--- config.mk ---
export PLATFORM = sky130hd
export DESIGN_NAME = plk_regs
export DESIGN_NICKNAME = d
export VERILOG_FILES = /design/src/inc/plk_pkg.sv /design/src/hw/plk_ts_run.sv /design/src/hw/plk_regs.sv
export SDC_FILE = /design/constraint.sdc
export NUM_CORES = 1
export LEC_CHECK = 0
export ABC_AREA = 1
export BUFFER_PORTS_ARGS = -buffer_cell sky130_fd_sc_hd__buf_2
export CAP_MARGIN = 20
export CORE_ASPECT_RATIO = 2
export CORE_MARGIN = 10
export CORE_UTILIZATION = 48
export DETAILED_ROUTE_END_ITERATION = 12
export GPL_ROUTABILITY_DRIVEN = 0
export PLACE_DENSITY = 0.79
export SLEW_MARGIN = 30
export SYNTH_ARGS = -nofsm -noshare
export SYNTH_HDL_FRONTEND = slang
export SYNTH_HIERARCHICAL = 1
export SYNTH_SLANG_ARGS = --single-unit
--- constraint.sdc ---
create_clock -name pclk -period 1.7 [get_ports pclk]
set_input_delay 0.085 -clock pclk [delete_from_list [all_inputs] [get_ports pclk]]
set_output_delay 0.085 -clock pclk [all_outputs]
set_load 0.05 [all_outputs]
--- src/inc/plk_pkg.sv ---
// link control, link status and slot capability register definitions
package plk_pkg;
  // register indices; byte address is four times the index
  localparam logic [11:0] LINK_CTL_IDX = 12'h050;
  localparam logic [11:0] LINK_STS_IDX = 12'h052;
  localparam logic [11:0] SLOT_CAP_IDX = 12'h054;
  localparam logic [11:0] PORT_CFG_IDX = 12'h060;
  localparam logic [11:0] LINK_CTL_ADDR = 12'(LINK_CTL_IDX * 4);
  localparam logic [11:0] LINK_STS_ADDR = 12'(LINK_STS_IDX * 4);
  localparam logic [11:0] SLOT_CAP_ADDR = 12'(SLOT_CAP_IDX * 4);
  localparam logic [11:0] PORT_CFG_ADDR = 12'(PORT_CFG_IDX * 4);

  // link_control_upper fields
  localparam int CTL_RETRAIN = 5;
  localparam int CTL_CLK_PM = 8;
  localparam int CTL_AUTO_WIDTH = 9;
  localparam int CTL_BW_MGMT_EN = 10;
  localparam int CTL_AUTO_BW_EN = 11;

  // link_state_report fields
  localparam int STS_SPEED_LSB = 0;
  localparam int STS_WIDTH_LSB = 4;
  localparam int STS_TRAIN_FAIL = 10;
  localparam int STS_TRAIN_ACTIVE = 11;
  localparam int STS_SLOT_CLK = 12;
  localparam int STS_DL_ACTIVE = 13;
  localparam int STS_BW_MGMT_FLAG = 14;
  localparam int STS_AUTO_BW_FLAG = 15;

  // slot_feature_report fields
  localparam int SCAP_ATTEN_BTN = 0;
  localparam int SCAP_PWR_CTRL = 1;

  // port configuration fields
  localparam int CFG_LEGACY = 0;
  localparam int CFG_BW_CAP = 1;
  localparam int CFG_SLOT = 2;
  localparam int CFG_DL_CAP = 3;

  // reset values
  localparam logic [3:0] SPEED_RST = 4'h1;
  localparam logic [5:0] WIDTH_RST = 6'h00;
  localparam logic CFG_LEGACY_RST = 1'b0;
  localparam logic CFG_SLOT_RST = 1'b0;
  localparam logic CFG_DL_CAP_RST = 1'b1;

  // consecutive training sets that mark an autonomous change
  localparam int TS_RUN_LEN = 8;

  typedef struct packed {
    logic [3:0] cur_speed;
    logic [5:0] neg_width;
    logic train_fail;
    logic train_active;
    logic dl_up;
    logic retrain_done;
    logic reliable_fix_change;
    logic auto_change;
  } plk_link_status_t;

  typedef struct packed {
    logic valid;
    logic auto_change_bit;
  } plk_ts_rx_t;
endpackage

--- src/hw/plk_ts_run.sv ---
// counter of consecutive training sets carrying the autonomous change bit
`timescale 1ns/10ps
`default_nettype none
module plk_ts_run #(
  parameter int RUN_LEN = plk_pkg::TS_RUN_LEN
) (
  input wire logic pclk,
  input wire logic presetn,
  input wire plk_pkg::plk_ts_rx_t ts_rx,
  output logic run_hit
);
  localparam int CW = $clog2(RUN_LEN + 1);
  localparam logic [CW-1:0] LAST = CW'(RUN_LEN - 1);
  localparam logic [CW-1:0] FULL = CW'(RUN_LEN);

  logic [CW-1:0] run_cnt;

  // saturates at the full run so one run yields one pulse
  always_ff @(posedge pclk or negedge presetn) begin
    if (!presetn) begin
      run_cnt <= '0;
    end else if (ts_rx.valid) begin
      if (!ts_rx.auto_change_bit) begin
        run_cnt <= '0;
      end else if (run_cnt != FULL) begin
        run_cnt <= run_cnt + 1'b1;
      end
    end
  end

  always_ff @(posedge pclk or negedge presetn) begin
    if (!presetn) begin
      run_hit <= 1'b0;
    end else begin
      run_hit <= ts_rx.valid & ts_rx.auto_change_bit & (run_cnt == LAST);
    end
  end
endmodule
`default_nettype wire

--- src/hw/plk_regs.sv ---
// link control/status and slot capability registers of one switch port
// Contract
// [RL1] width-change disable set: no autonomous width change except narrowing.
// [RL2] legacy mode: width disable, bandwidth enables and flags read zero.
// [RL3] bandwidth management enable lets its flag raise an interrupt.
// [RL4] autonomous bandwidth enable lets its flag raise an interrupt.
// [RL5] notification capability clear: bandwidth enables and flags read zero.
// [RL6] clock power management enable is read-only zero.
// [RL7] current speed reports 1 or 2, resets to one.
// [RL8] negotiated width field reports the trained link width.
// [RL9] training error bit flags a training failure.
// [RL10] training-in-progress bit is one while training runs.
// [RL11] slot clock starts from the port's common-clock strap, writable.
// [RL12] data-link-active follows the link layer, zero without capability.
// [RL13] retrain done without link down sets bandwidth flag, write-one clears.
// [RL14] reliability-driven speed or width change also sets that flag.
// [RL15] other autonomous speed or width change sets autonomous flag.
// [RL16] downstream port: eight consecutive marked training sets set it.
// [RL17] slot button and power controller bits writable only with slot.
// [RL18] notification capability is zero on the upstream port.
// [RL19] retrain request write sends LTSSM to recovery, reads zero.
// [RL20] interrupt while any enabled bandwidth flag stays set.
`timescale 1ns/10ps
`default_nettype none
module plk_regs #(
  parameter bit UPSTREAM = 1'b0,
  parameter int ADDR_W = 12
) (
  input wire logic pclk,
  input wire logic presetn,
  input wire logic psel,
  input wire logic penable,
  input wire logic pwrite,
  input wire logic [ADDR_W-1:0] paddr,
  input wire logic [31:0] pwdata,
  input wire logic [3:0] pstrb,
  output logic [31:0] prdata,
  output logic pready,
  output logic pslverr,
  input wire plk_pkg::plk_link_status_t link_st,
  input wire plk_pkg::plk_ts_rx_t ts_rx,
  input wire logic upstream_commonclk_strap,
  input wire logic downstream_commonclk_strap,
  output logic retrain_request,
  output logic auto_width_disable,
  output logic port_irq
);

  function automatic logic is_mapped(input logic [ADDR_W-1:0] a);
    is_mapped = (a == plk_pkg::LINK_CTL_ADDR) ||
                (a == plk_pkg::LINK_STS_ADDR) ||
                (a == plk_pkg::SLOT_CAP_ADDR) ||
                (a == plk_pkg::PORT_CFG_ADDR);
  endfunction

  // ---- bus handshake: one wait state, then pready
  logic access;
  logic commit;
  logic wr_ctl;
  logic wr_sts;
  logic wr_scap;
  logic wr_cfg;
  logic [31:0] rd_word;

  assign access = psel & penable & ~pready;
  assign commit = psel & penable & pready & pwrite & is_mapped(paddr);
  assign wr_ctl = commit & (paddr == plk_pkg::LINK_CTL_ADDR);
  assign wr_sts = commit & (paddr == plk_pkg::LINK_STS_ADDR);
  assign wr_scap = commit & (paddr == plk_pkg::SLOT_CAP_ADDR);
  assign wr_cfg = commit & (paddr == plk_pkg::PORT_CFG_ADDR);

  always_ff @(posedge pclk or negedge presetn) begin
    if (!presetn) begin
      pready <= 1'b0;
      pslverr <= 1'b0;
      prdata <= 32'h0000_0000;
    end else begin
      pready <= access;
      pslverr <= access & ~is_mapped(paddr);
      if (access) begin
        prdata <= pwrite ? 32'h0000_0000 : rd_word;
      end
    end
  end

  // ---- port configuration
  logic cfg_legacy;
  logic cfg_bw_cap;
  logic cfg_slot;
  logic cfg_dl_cap;
  logic bw_cap_eff;
  logic bw_ok;

  always_ff @(posedge pclk or negedge presetn) begin
    if (!presetn) begin
      cfg_legacy <= plk_pkg::CFG_LEGACY_RST;
      cfg_bw_cap <= ~UPSTREAM;
      cfg_slot <= plk_pkg::CFG_SLOT_RST;
      cfg_dl_cap <= plk_pkg::CFG_DL_CAP_RST;
    end else if (wr_cfg && pstrb[0]) begin
      cfg_legacy <= pwdata[plk_pkg::CFG_LEGACY];
      cfg_bw_cap <= pwdata[plk_pkg::CFG_BW_CAP];
      cfg_slot <= pwdata[plk_pkg::CFG_SLOT];
      cfg_dl_cap <= pwdata[plk_pkg::CFG_DL_CAP];
    end
  end

  assign bw_cap_eff = cfg_bw_cap & ~UPSTREAM; // [RL18]
  assign bw_ok = bw_cap_eff & ~cfg_legacy; // [RL2] [RL5]

  // ---- link control upper half
  logic ctl_auto_width;
  logic ctl_bw_en;
  logic ctl_abw_en;

  always_ff @(posedge pclk or negedge presetn) begin
    if (!presetn) begin
      ctl_auto_width <= 1'b0;
    end else if (cfg_legacy) begin
      ctl_auto_width <= 1'b0; // [RL2]
    end else if (wr_ctl && pstrb[1]) begin
      ctl_auto_width <= pwdata[plk_pkg::CTL_AUTO_WIDTH];
    end
  end

  always_ff @(posedge pclk or negedge presetn) begin
    if (!presetn) begin
      ctl_bw_en <= 1'b0;
      ctl_abw_en <= 1'b0;
    end else if (!bw_ok) begin
      ctl_bw_en <= 1'b0; // [RL2] [RL5]
      ctl_abw_en <= 1'b0;
    end else if (wr_ctl && pstrb[1]) begin
      ctl_bw_en <= pwdata[plk_pkg::CTL_BW_MGMT_EN];
      ctl_abw_en <= pwdata[plk_pkg::CTL_AUTO_BW_EN];
    end
  end

  // physical layer holds width while this is high
  always_ff @(posedge pclk or negedge presetn) begin
    if (!presetn) begin
      auto_width_disable <= 1'b0;
    end else begin
      auto_width_disable <= ctl_auto_width & ~cfg_legacy; // [RL1]
    end
  end

  always_ff @(posedge pclk or negedge presetn) begin
    if (!presetn) begin
      retrain_request <= 1'b0;
    end else begin
      retrain_request <= wr_ctl & pstrb[0] &
                         pwdata[plk_pkg::CTL_RETRAIN]; // [RL19]
    end
  end

  // ---- link layer status, same clock
  plk_pkg::plk_link_status_t st_q;

  always_ff @(posedge pclk or negedge presetn) begin
    if (!presetn) begin
      st_q <= '{cur_speed: plk_pkg::SPEED_RST,
                neg_width: plk_pkg::WIDTH_RST,
                default: 1'b0};
    end else begin
      st_q <= link_st; // [RL7] [RL8] [RL9] [RL10]
    end
  end

  // ---- slot clock strap: three stages, taken once settled
  logic strap_pin;
  logic [2:0] strap_sync;
  logic slot_clk;
  logic slot_clk_loaded;

  assign strap_pin = UPSTREAM ? upstream_commonclk_strap :
                     downstream_commonclk_strap;

  always_ff @(posedge pclk or negedge presetn) begin
    if (!presetn) begin
      strap_sync <= 3'h0;
    end else begin
      strap_sync <= {strap_sync[1:0], strap_pin};
    end
  end

  // waits until the pin value has reached the last stage
  logic [2:0] strap_fill;

  always_ff @(posedge pclk or negedge presetn) begin
    if (!presetn) begin
      strap_fill <= 3'h0;
    end else begin
      strap_fill <= {strap_fill[1:0], 1'b1};
    end
  end

  always_ff @(posedge pclk or negedge presetn) begin
    if (!presetn) begin
      slot_clk <= 1'b0;
      slot_clk_loaded <= 1'b0;
    end else if (wr_sts && pstrb[1]) begin
      slot_clk <= pwdata[plk_pkg::STS_SLOT_CLK]; // [RL11]
      slot_clk_loaded <= 1'b1;
    end else if (!slot_clk_loaded && strap_fill[2] &&
                 strap_sync[1] == strap_sync[2]) begin
      slot_clk <= strap_sync[2]; // [RL11]
      slot_clk_loaded <= 1'b1;
    end
  end

  // ---- bandwidth event flags
  logic retrain_pend;
  logic ts_hit;
  logic bw_flag;
  logic abw_flag;
  logic set_bw;
  logic set_abw;
  logic clr_bw;
  logic clr_abw;

  plk_ts_run #(
    .RUN_LEN(plk_pkg::TS_RUN_LEN)
  ) u_ts_run (
    .pclk(pclk),
    .presetn(presetn),
    .ts_rx(ts_rx),
    .run_hit(ts_hit)
  );

  // a trip through link down cancels the pending retrain
  always_ff @(posedge pclk or negedge presetn) begin
    if (!presetn) begin
      retrain_pend <= 1'b0;
    end else if (retrain_request) begin
      retrain_pend <= 1'b1;
    end else if (!st_q.dl_up || st_q.retrain_done) begin
      retrain_pend <= 1'b0; // [RL13]
    end
  end

  assign set_bw = bw_ok & ((retrain_pend & st_q.retrain_done & st_q.dl_up) |
                           st_q.reliable_fix_change); // [RL13] [RL14]
  assign set_abw = bw_ok & (st_q.auto_change |
                            (ts_hit & ~UPSTREAM)); // [RL15] [RL16]
  assign clr_bw = wr_sts & pstrb[1] & pwdata[plk_pkg::STS_BW_MGMT_FLAG];
  assign clr_abw = wr_sts & pstrb[1] & pwdata[plk_pkg::STS_AUTO_BW_FLAG];

  // a set in the clearing cycle wins
  always_ff @(posedge pclk or negedge presetn) begin
    if (!presetn) begin
      bw_flag <= 1'b0;
    end else if (!bw_ok) begin
      bw_flag <= 1'b0; // [RL2] [RL5]
    end else if (set_bw) begin
      bw_flag <= 1'b1; // [RL13] [RL14]
    end else if (clr_bw) begin
      bw_flag <= 1'b0; // [RL13]
    end
  end

  always_ff @(posedge pclk or negedge presetn) begin
    if (!presetn) begin
      abw_flag <= 1'b0;
    end else if (!bw_ok) begin
      abw_flag <= 1'b0; // [RL2] [RL5]
    end else if (set_abw) begin
      abw_flag <= 1'b1; // [RL15] [RL16]
    end else if (clr_abw) begin
      abw_flag <= 1'b0; // [RL15]
    end
  end

  always_ff @(posedge pclk or negedge presetn) begin
    if (!presetn) begin
      port_irq <= 1'b0;
    end else begin
      port_irq <= (bw_flag & ctl_bw_en) |
                  (abw_flag & ctl_abw_en); // [RL3] [RL4] [RL20]
    end
  end

  // ---- slot capability bits
  logic atten_button_present;
  logic power_ctrl_present;

  always_ff @(posedge pclk or negedge presetn) begin
    if (!presetn) begin
      atten_button_present <= 1'b0;
      power_ctrl_present <= 1'b0;
    end else if (wr_scap && pstrb[0] && cfg_slot) begin
      atten_button_present <= pwdata[plk_pkg::SCAP_ATTEN_BTN]; // [RL17]
      power_ctrl_present <= pwdata[plk_pkg::SCAP_PWR_CTRL];
    end
  end

  // ---- read mux
  always_comb begin
    rd_word = 32'h0000_0000;
    case (paddr)
      plk_pkg::LINK_CTL_ADDR: begin
        rd_word[plk_pkg::CTL_CLK_PM] = 1'b0; // [RL6]
        rd_word[plk_pkg::CTL_AUTO_WIDTH] = ctl_auto_width & ~cfg_legacy;
        rd_word[plk_pkg::CTL_BW_MGMT_EN] = ctl_bw_en & bw_ok; // [RL5]
        rd_word[plk_pkg::CTL_AUTO_BW_EN] = ctl_abw_en & bw_ok;
      end
      plk_pkg::LINK_STS_ADDR: begin
        rd_word[plk_pkg::STS_SPEED_LSB +: 4] = st_q.cur_speed; // [RL7]
        rd_word[plk_pkg::STS_WIDTH_LSB +: 6] = st_q.neg_width; // [RL8]
        rd_word[plk_pkg::STS_TRAIN_FAIL] = st_q.train_fail; // [RL9]
        rd_word[plk_pkg::STS_TRAIN_ACTIVE] = st_q.train_active; // [RL10]
        rd_word[plk_pkg::STS_SLOT_CLK] = slot_clk;
        rd_word[plk_pkg::STS_DL_ACTIVE] = st_q.dl_up & cfg_dl_cap; // [RL12]
        rd_word[plk_pkg::STS_BW_MGMT_FLAG] = bw_flag & bw_ok;
        rd_word[plk_pkg::STS_AUTO_BW_FLAG] = abw_flag & bw_ok;
      end
      plk_pkg::SLOT_CAP_ADDR: begin
        rd_word[plk_pkg::SCAP_ATTEN_BTN] = atten_button_present & cfg_slot;
        rd_word[plk_pkg::SCAP_PWR_CTRL] = power_ctrl_present & cfg_slot;
      end
      plk_pkg::PORT_CFG_ADDR: begin
        rd_word[plk_pkg::CFG_LEGACY] = cfg_legacy;
        rd_word[plk_pkg::CFG_BW_CAP] = bw_cap_eff;
        rd_word[plk_pkg::CFG_SLOT] = cfg_slot;
        rd_word[plk_pkg::CFG_DL_CAP] = cfg_dl_cap;
      end
      default: begin
        rd_word = 32'h0000_0000;
      end
    endcase
  end
endmodule
`default_nettype wire

==> impl_metrics.csv <==
group,metric,value,unit
run_status,status,"finished clean",
global_route,top_usage_layer,"met2",
power,peakVddDrop,0.9523,mV
final_layout,fin_nets,457,
global_route,track_usage,14.91,%
final_layout,drive_gt1_share,30.49,%
clock_tree,cts_root_buf,"clkbuf_8",
clock_tree,htreeDepth,3,
final_layout,final_util,65.26,%
worst_setup_path,crit_chain,"nor2_4, inv_2, nor2_8, inv_2, nor2_4, nand3_1, nand2_1",
logic_synthesis,synth-seq-cells,62,
route,drcViolationCount,0,
floorplan,fp.dieH,125.5,µm
worst_setup_path,arrival,1.75,ns
worst_setup_path,crit_path_end_kind,"flip-flop",
route,drt-initial-drc-count,122,
placement,dp_hpwl,4976,µm
sta,setup_viol,0,
final_layout,insertedDiodeCount,0,
logic_synthesis,synth-compound-area-share,4.407,%
logic_synthesis,synthAdderAreaFrac,0.9376,%
worst_hold_path,hold_class,"in -> reg",
logic_synthesis,syn_inst,277,
floorplan,core,5420,µm²
clock_tree,cts_buffers,9,
clock_tree,clock_latency,0.34,ns
logic_synthesis,yosysSeqAreaShare,58.27,%
floorplan,ios,110,
route,vias_per_cell,4.888,
logic_synthesis,yosys-mux-area-fraction,0,%
logic_synthesis,syn_area,2669,µm²
logic_synthesis,synthFlopType,"dfrtp_1",
route,routed_wire_length_per_instance,14.45,µm
floorplan,rows,38,
worst_setup_path,critPathLaunchType,"flip-flop",
global_route,grt_max_degree,29,
placement,placed_area,3033,µm²
worst_setup_path,critPathMaxStageDelay,0.44,ns
global_route,grt_pass1_vias,2444,
clock_tree,clkSlewWorstSetupHoldPaths,0.07,ns
sta,fin_skew,0.005705,ns
sta,fin_tns_setup,0,ns
global_route,grt_pass1_wl,10800,µm
power,powerDensity,941.3,nW/µm²
power,power_leakage,0.001898,µW
sta,maxSlewViolCount,0,
route,ant_nets,0,
worst_setup_path,critPathRequiredTime,1.98,ns
final_layout,final_area,3537,µm²
route,via_count,2185,
floorplan,start_util,49.24,%
flow_run,drv_cap,0,
floorplan,fp.dieArea,9123,µm²
logic_synthesis,synthXorXnorAreaFrac,0.3282,%
sta,fmax,679.7,MHz
logic_synthesis,avgSynthCellArea,9.635,µm²
global_route,grt_util_met2,27.95,%
global_route,grt_use_met3,4.038,%
global_route,antenna_found_initial,0,
clock_tree,clock_path_buffers,2,
logic_synthesis,synth_top_family_by_area,"simple AND/OR/NAND/NOR gates",
placement,numPlacedInstances,404,
final_layout,fin_cells,447,
route,firstDrtPassIters,4,
sta,hold_viol,0,
worst_setup_path,critical_path_class,"reg -> reg",
clock_tree,post_cts_buffers,0,
worst_setup_path,slowest_stage,"dfrtp_1",
logic_synthesis,synth_edf_count,0,
final_layout,syn2layout_area_growth,32.54,%
sta,period_needed,1.471,ns
sta,grt_setup_unrepaired,"false",
placement,numPortBuffers,69,
route,routed_wirelength,6460,µm
sta,finalCritPeriodShare,86.54,%
logic_synthesis,yosysUniqueCellTypes,29,
logic_synthesis,yosysWarnings,6,
clock_tree,cts_tree,"done",
floorplan,die_width,72.73,µm
logic_synthesis,synthArstFlopShare,100.0,%
worst_setup_path,crit_fanout,14,
logic_synthesis,yosys.area_share.simple,26.44,%
global_route,overflow,0,
clock_tree,ctsResizeCount,0,
global_route,met1_usage,13.60,%
clock_tree,clkSinkCount,62,
worst max-delay path: cells and delay by family, from the launching register on:
family                 cells  cell delay (ns)
AND/OR/NAND/NOR            5             0.84
flip-flops                 1             0.44
buffers and inverters      2             0.14
area by class of cell:
cell class              instances  area [µm²]
inverters                      27       101.3
fillers                       446        1883
multi-input cells             183       920.9
clock buffers                  13       168.9
clock inverters                 3       65.06
flip-flops and latches         62        1555
repair buffers                 99       650.6
well taps                      60       75.07
report_power, final:
part,switching [µW],total (µW),internal [µW]
registers,24.7,1540,1510
clock network,533,1480,943
logic,198,313,115
total,756,3330,2570
Yosys cell counts, types with 4 or more instances:
cell type	count	area, µm²
dfrtp_1	59	1476
nand2_1	73	274.0
nor2_1	17	63.81
nand4_1	11	68.82
nand3_1	22	110.1
inv_2	7	26.28
nor2_2	5	31.28
a22o_1	7	61.31
nand2_2	6	37.54
o21ai_1	5	25.02
inv_1	20	75.07
buf_4	17	127.6
nor2_4	4	45.04
layout by cell type (no fill, tap or decap), drive strengths merged:
cell,netlist,final
a21oi,3,3
a22o,7,7
a31o,1,1
and2,1,1
buf,19,72
bufinv,0,2
clkbuf,1,13
clkinv,0,1
conb,2,17
dfrtp,59,59
dfstp,3,3
dlygate4sd3,0,27
ha,2,2
inv,27,27
nand2,79,79
nand3,25,25
nand4,11,11
nor2,27,27
nor3,1,1
nor4,1,1
o21ai,5,5
o21bai,1,1
or2,1,1
xor2,1,1
worst paths after layout:
| kind | startpoint | to | slack (ns) | depth (start not counted) |
|---|---|---|---|---|
| max | pready$_DFF_PN0_ | prdata[15]$_DFFE_PN0P_ | 0.23 | 7 |
| min | ts_rx[1] | u_ts_run/run_hit$_DFF_PN0_ | 0.01 | 3 |
| max reg2reg | pready$_DFF_PN0_ | prdata[15]$_DFFE_PN0P_ | 0.23 | 7 |
| min reg2reg | strap_sync[0]$_DFF_PN0_ | strap_sync[1]$_DFF_PN0_ | 0.35 | 0 |
| max in group asynchronous | presetn | bw_cap_eff$_DFFE_PN1P_ | 0.82 | 3 |
| min in group asynchronous | presetn | prdata[13]$_DFFE_PN0P_ | 0.23 | 2 |
what timing repair did:
item,CTS,global route
setup endpoints to repair,0,0
hold endpoints to repair,43,0
hold buffers,27,0
registers in the layout (all words and copies together) (netlist names), 3 cells and up:
signal            cells
strap_fill            3
prdata               16
strap_sync            3
st_q                 16
u_ts_run/run_cnt      4
metrics by stage:
stage               power, µW  worst slack [ns]  hold WS [ns]
finish                   3329            0.2288       0.01353
global route             3447            0.1473       0.01172
CTS                      3356            0.1906     0.0007756
detailed placement       1830            0.2268       0.04756
global placement         1822            0.2808       0.04303
floorplan                1738            0.1799       -0.2106
layer usage:
| layer | vias to the layer above | share of wire [%] |
|---|---|---|
| li1 | 1062 | - |
| met1 | 1043 | 32 |
| met2 | 66 | 59 |
| met3 | 14 | 5.5 |
| met4 | 0 | 3.1 |
| met5 | - | 0 |
logic make-up after synthesis:
group,count (synthesis)
DFF,62
AOI/OAI and AO/OA,17
buffers and inverters,47
and+or+nand+nor,146
xor gates and xnor gates,1
adders and majority gates,2
other,2
No activity file was read; power rests on OpenSTA's default activity.
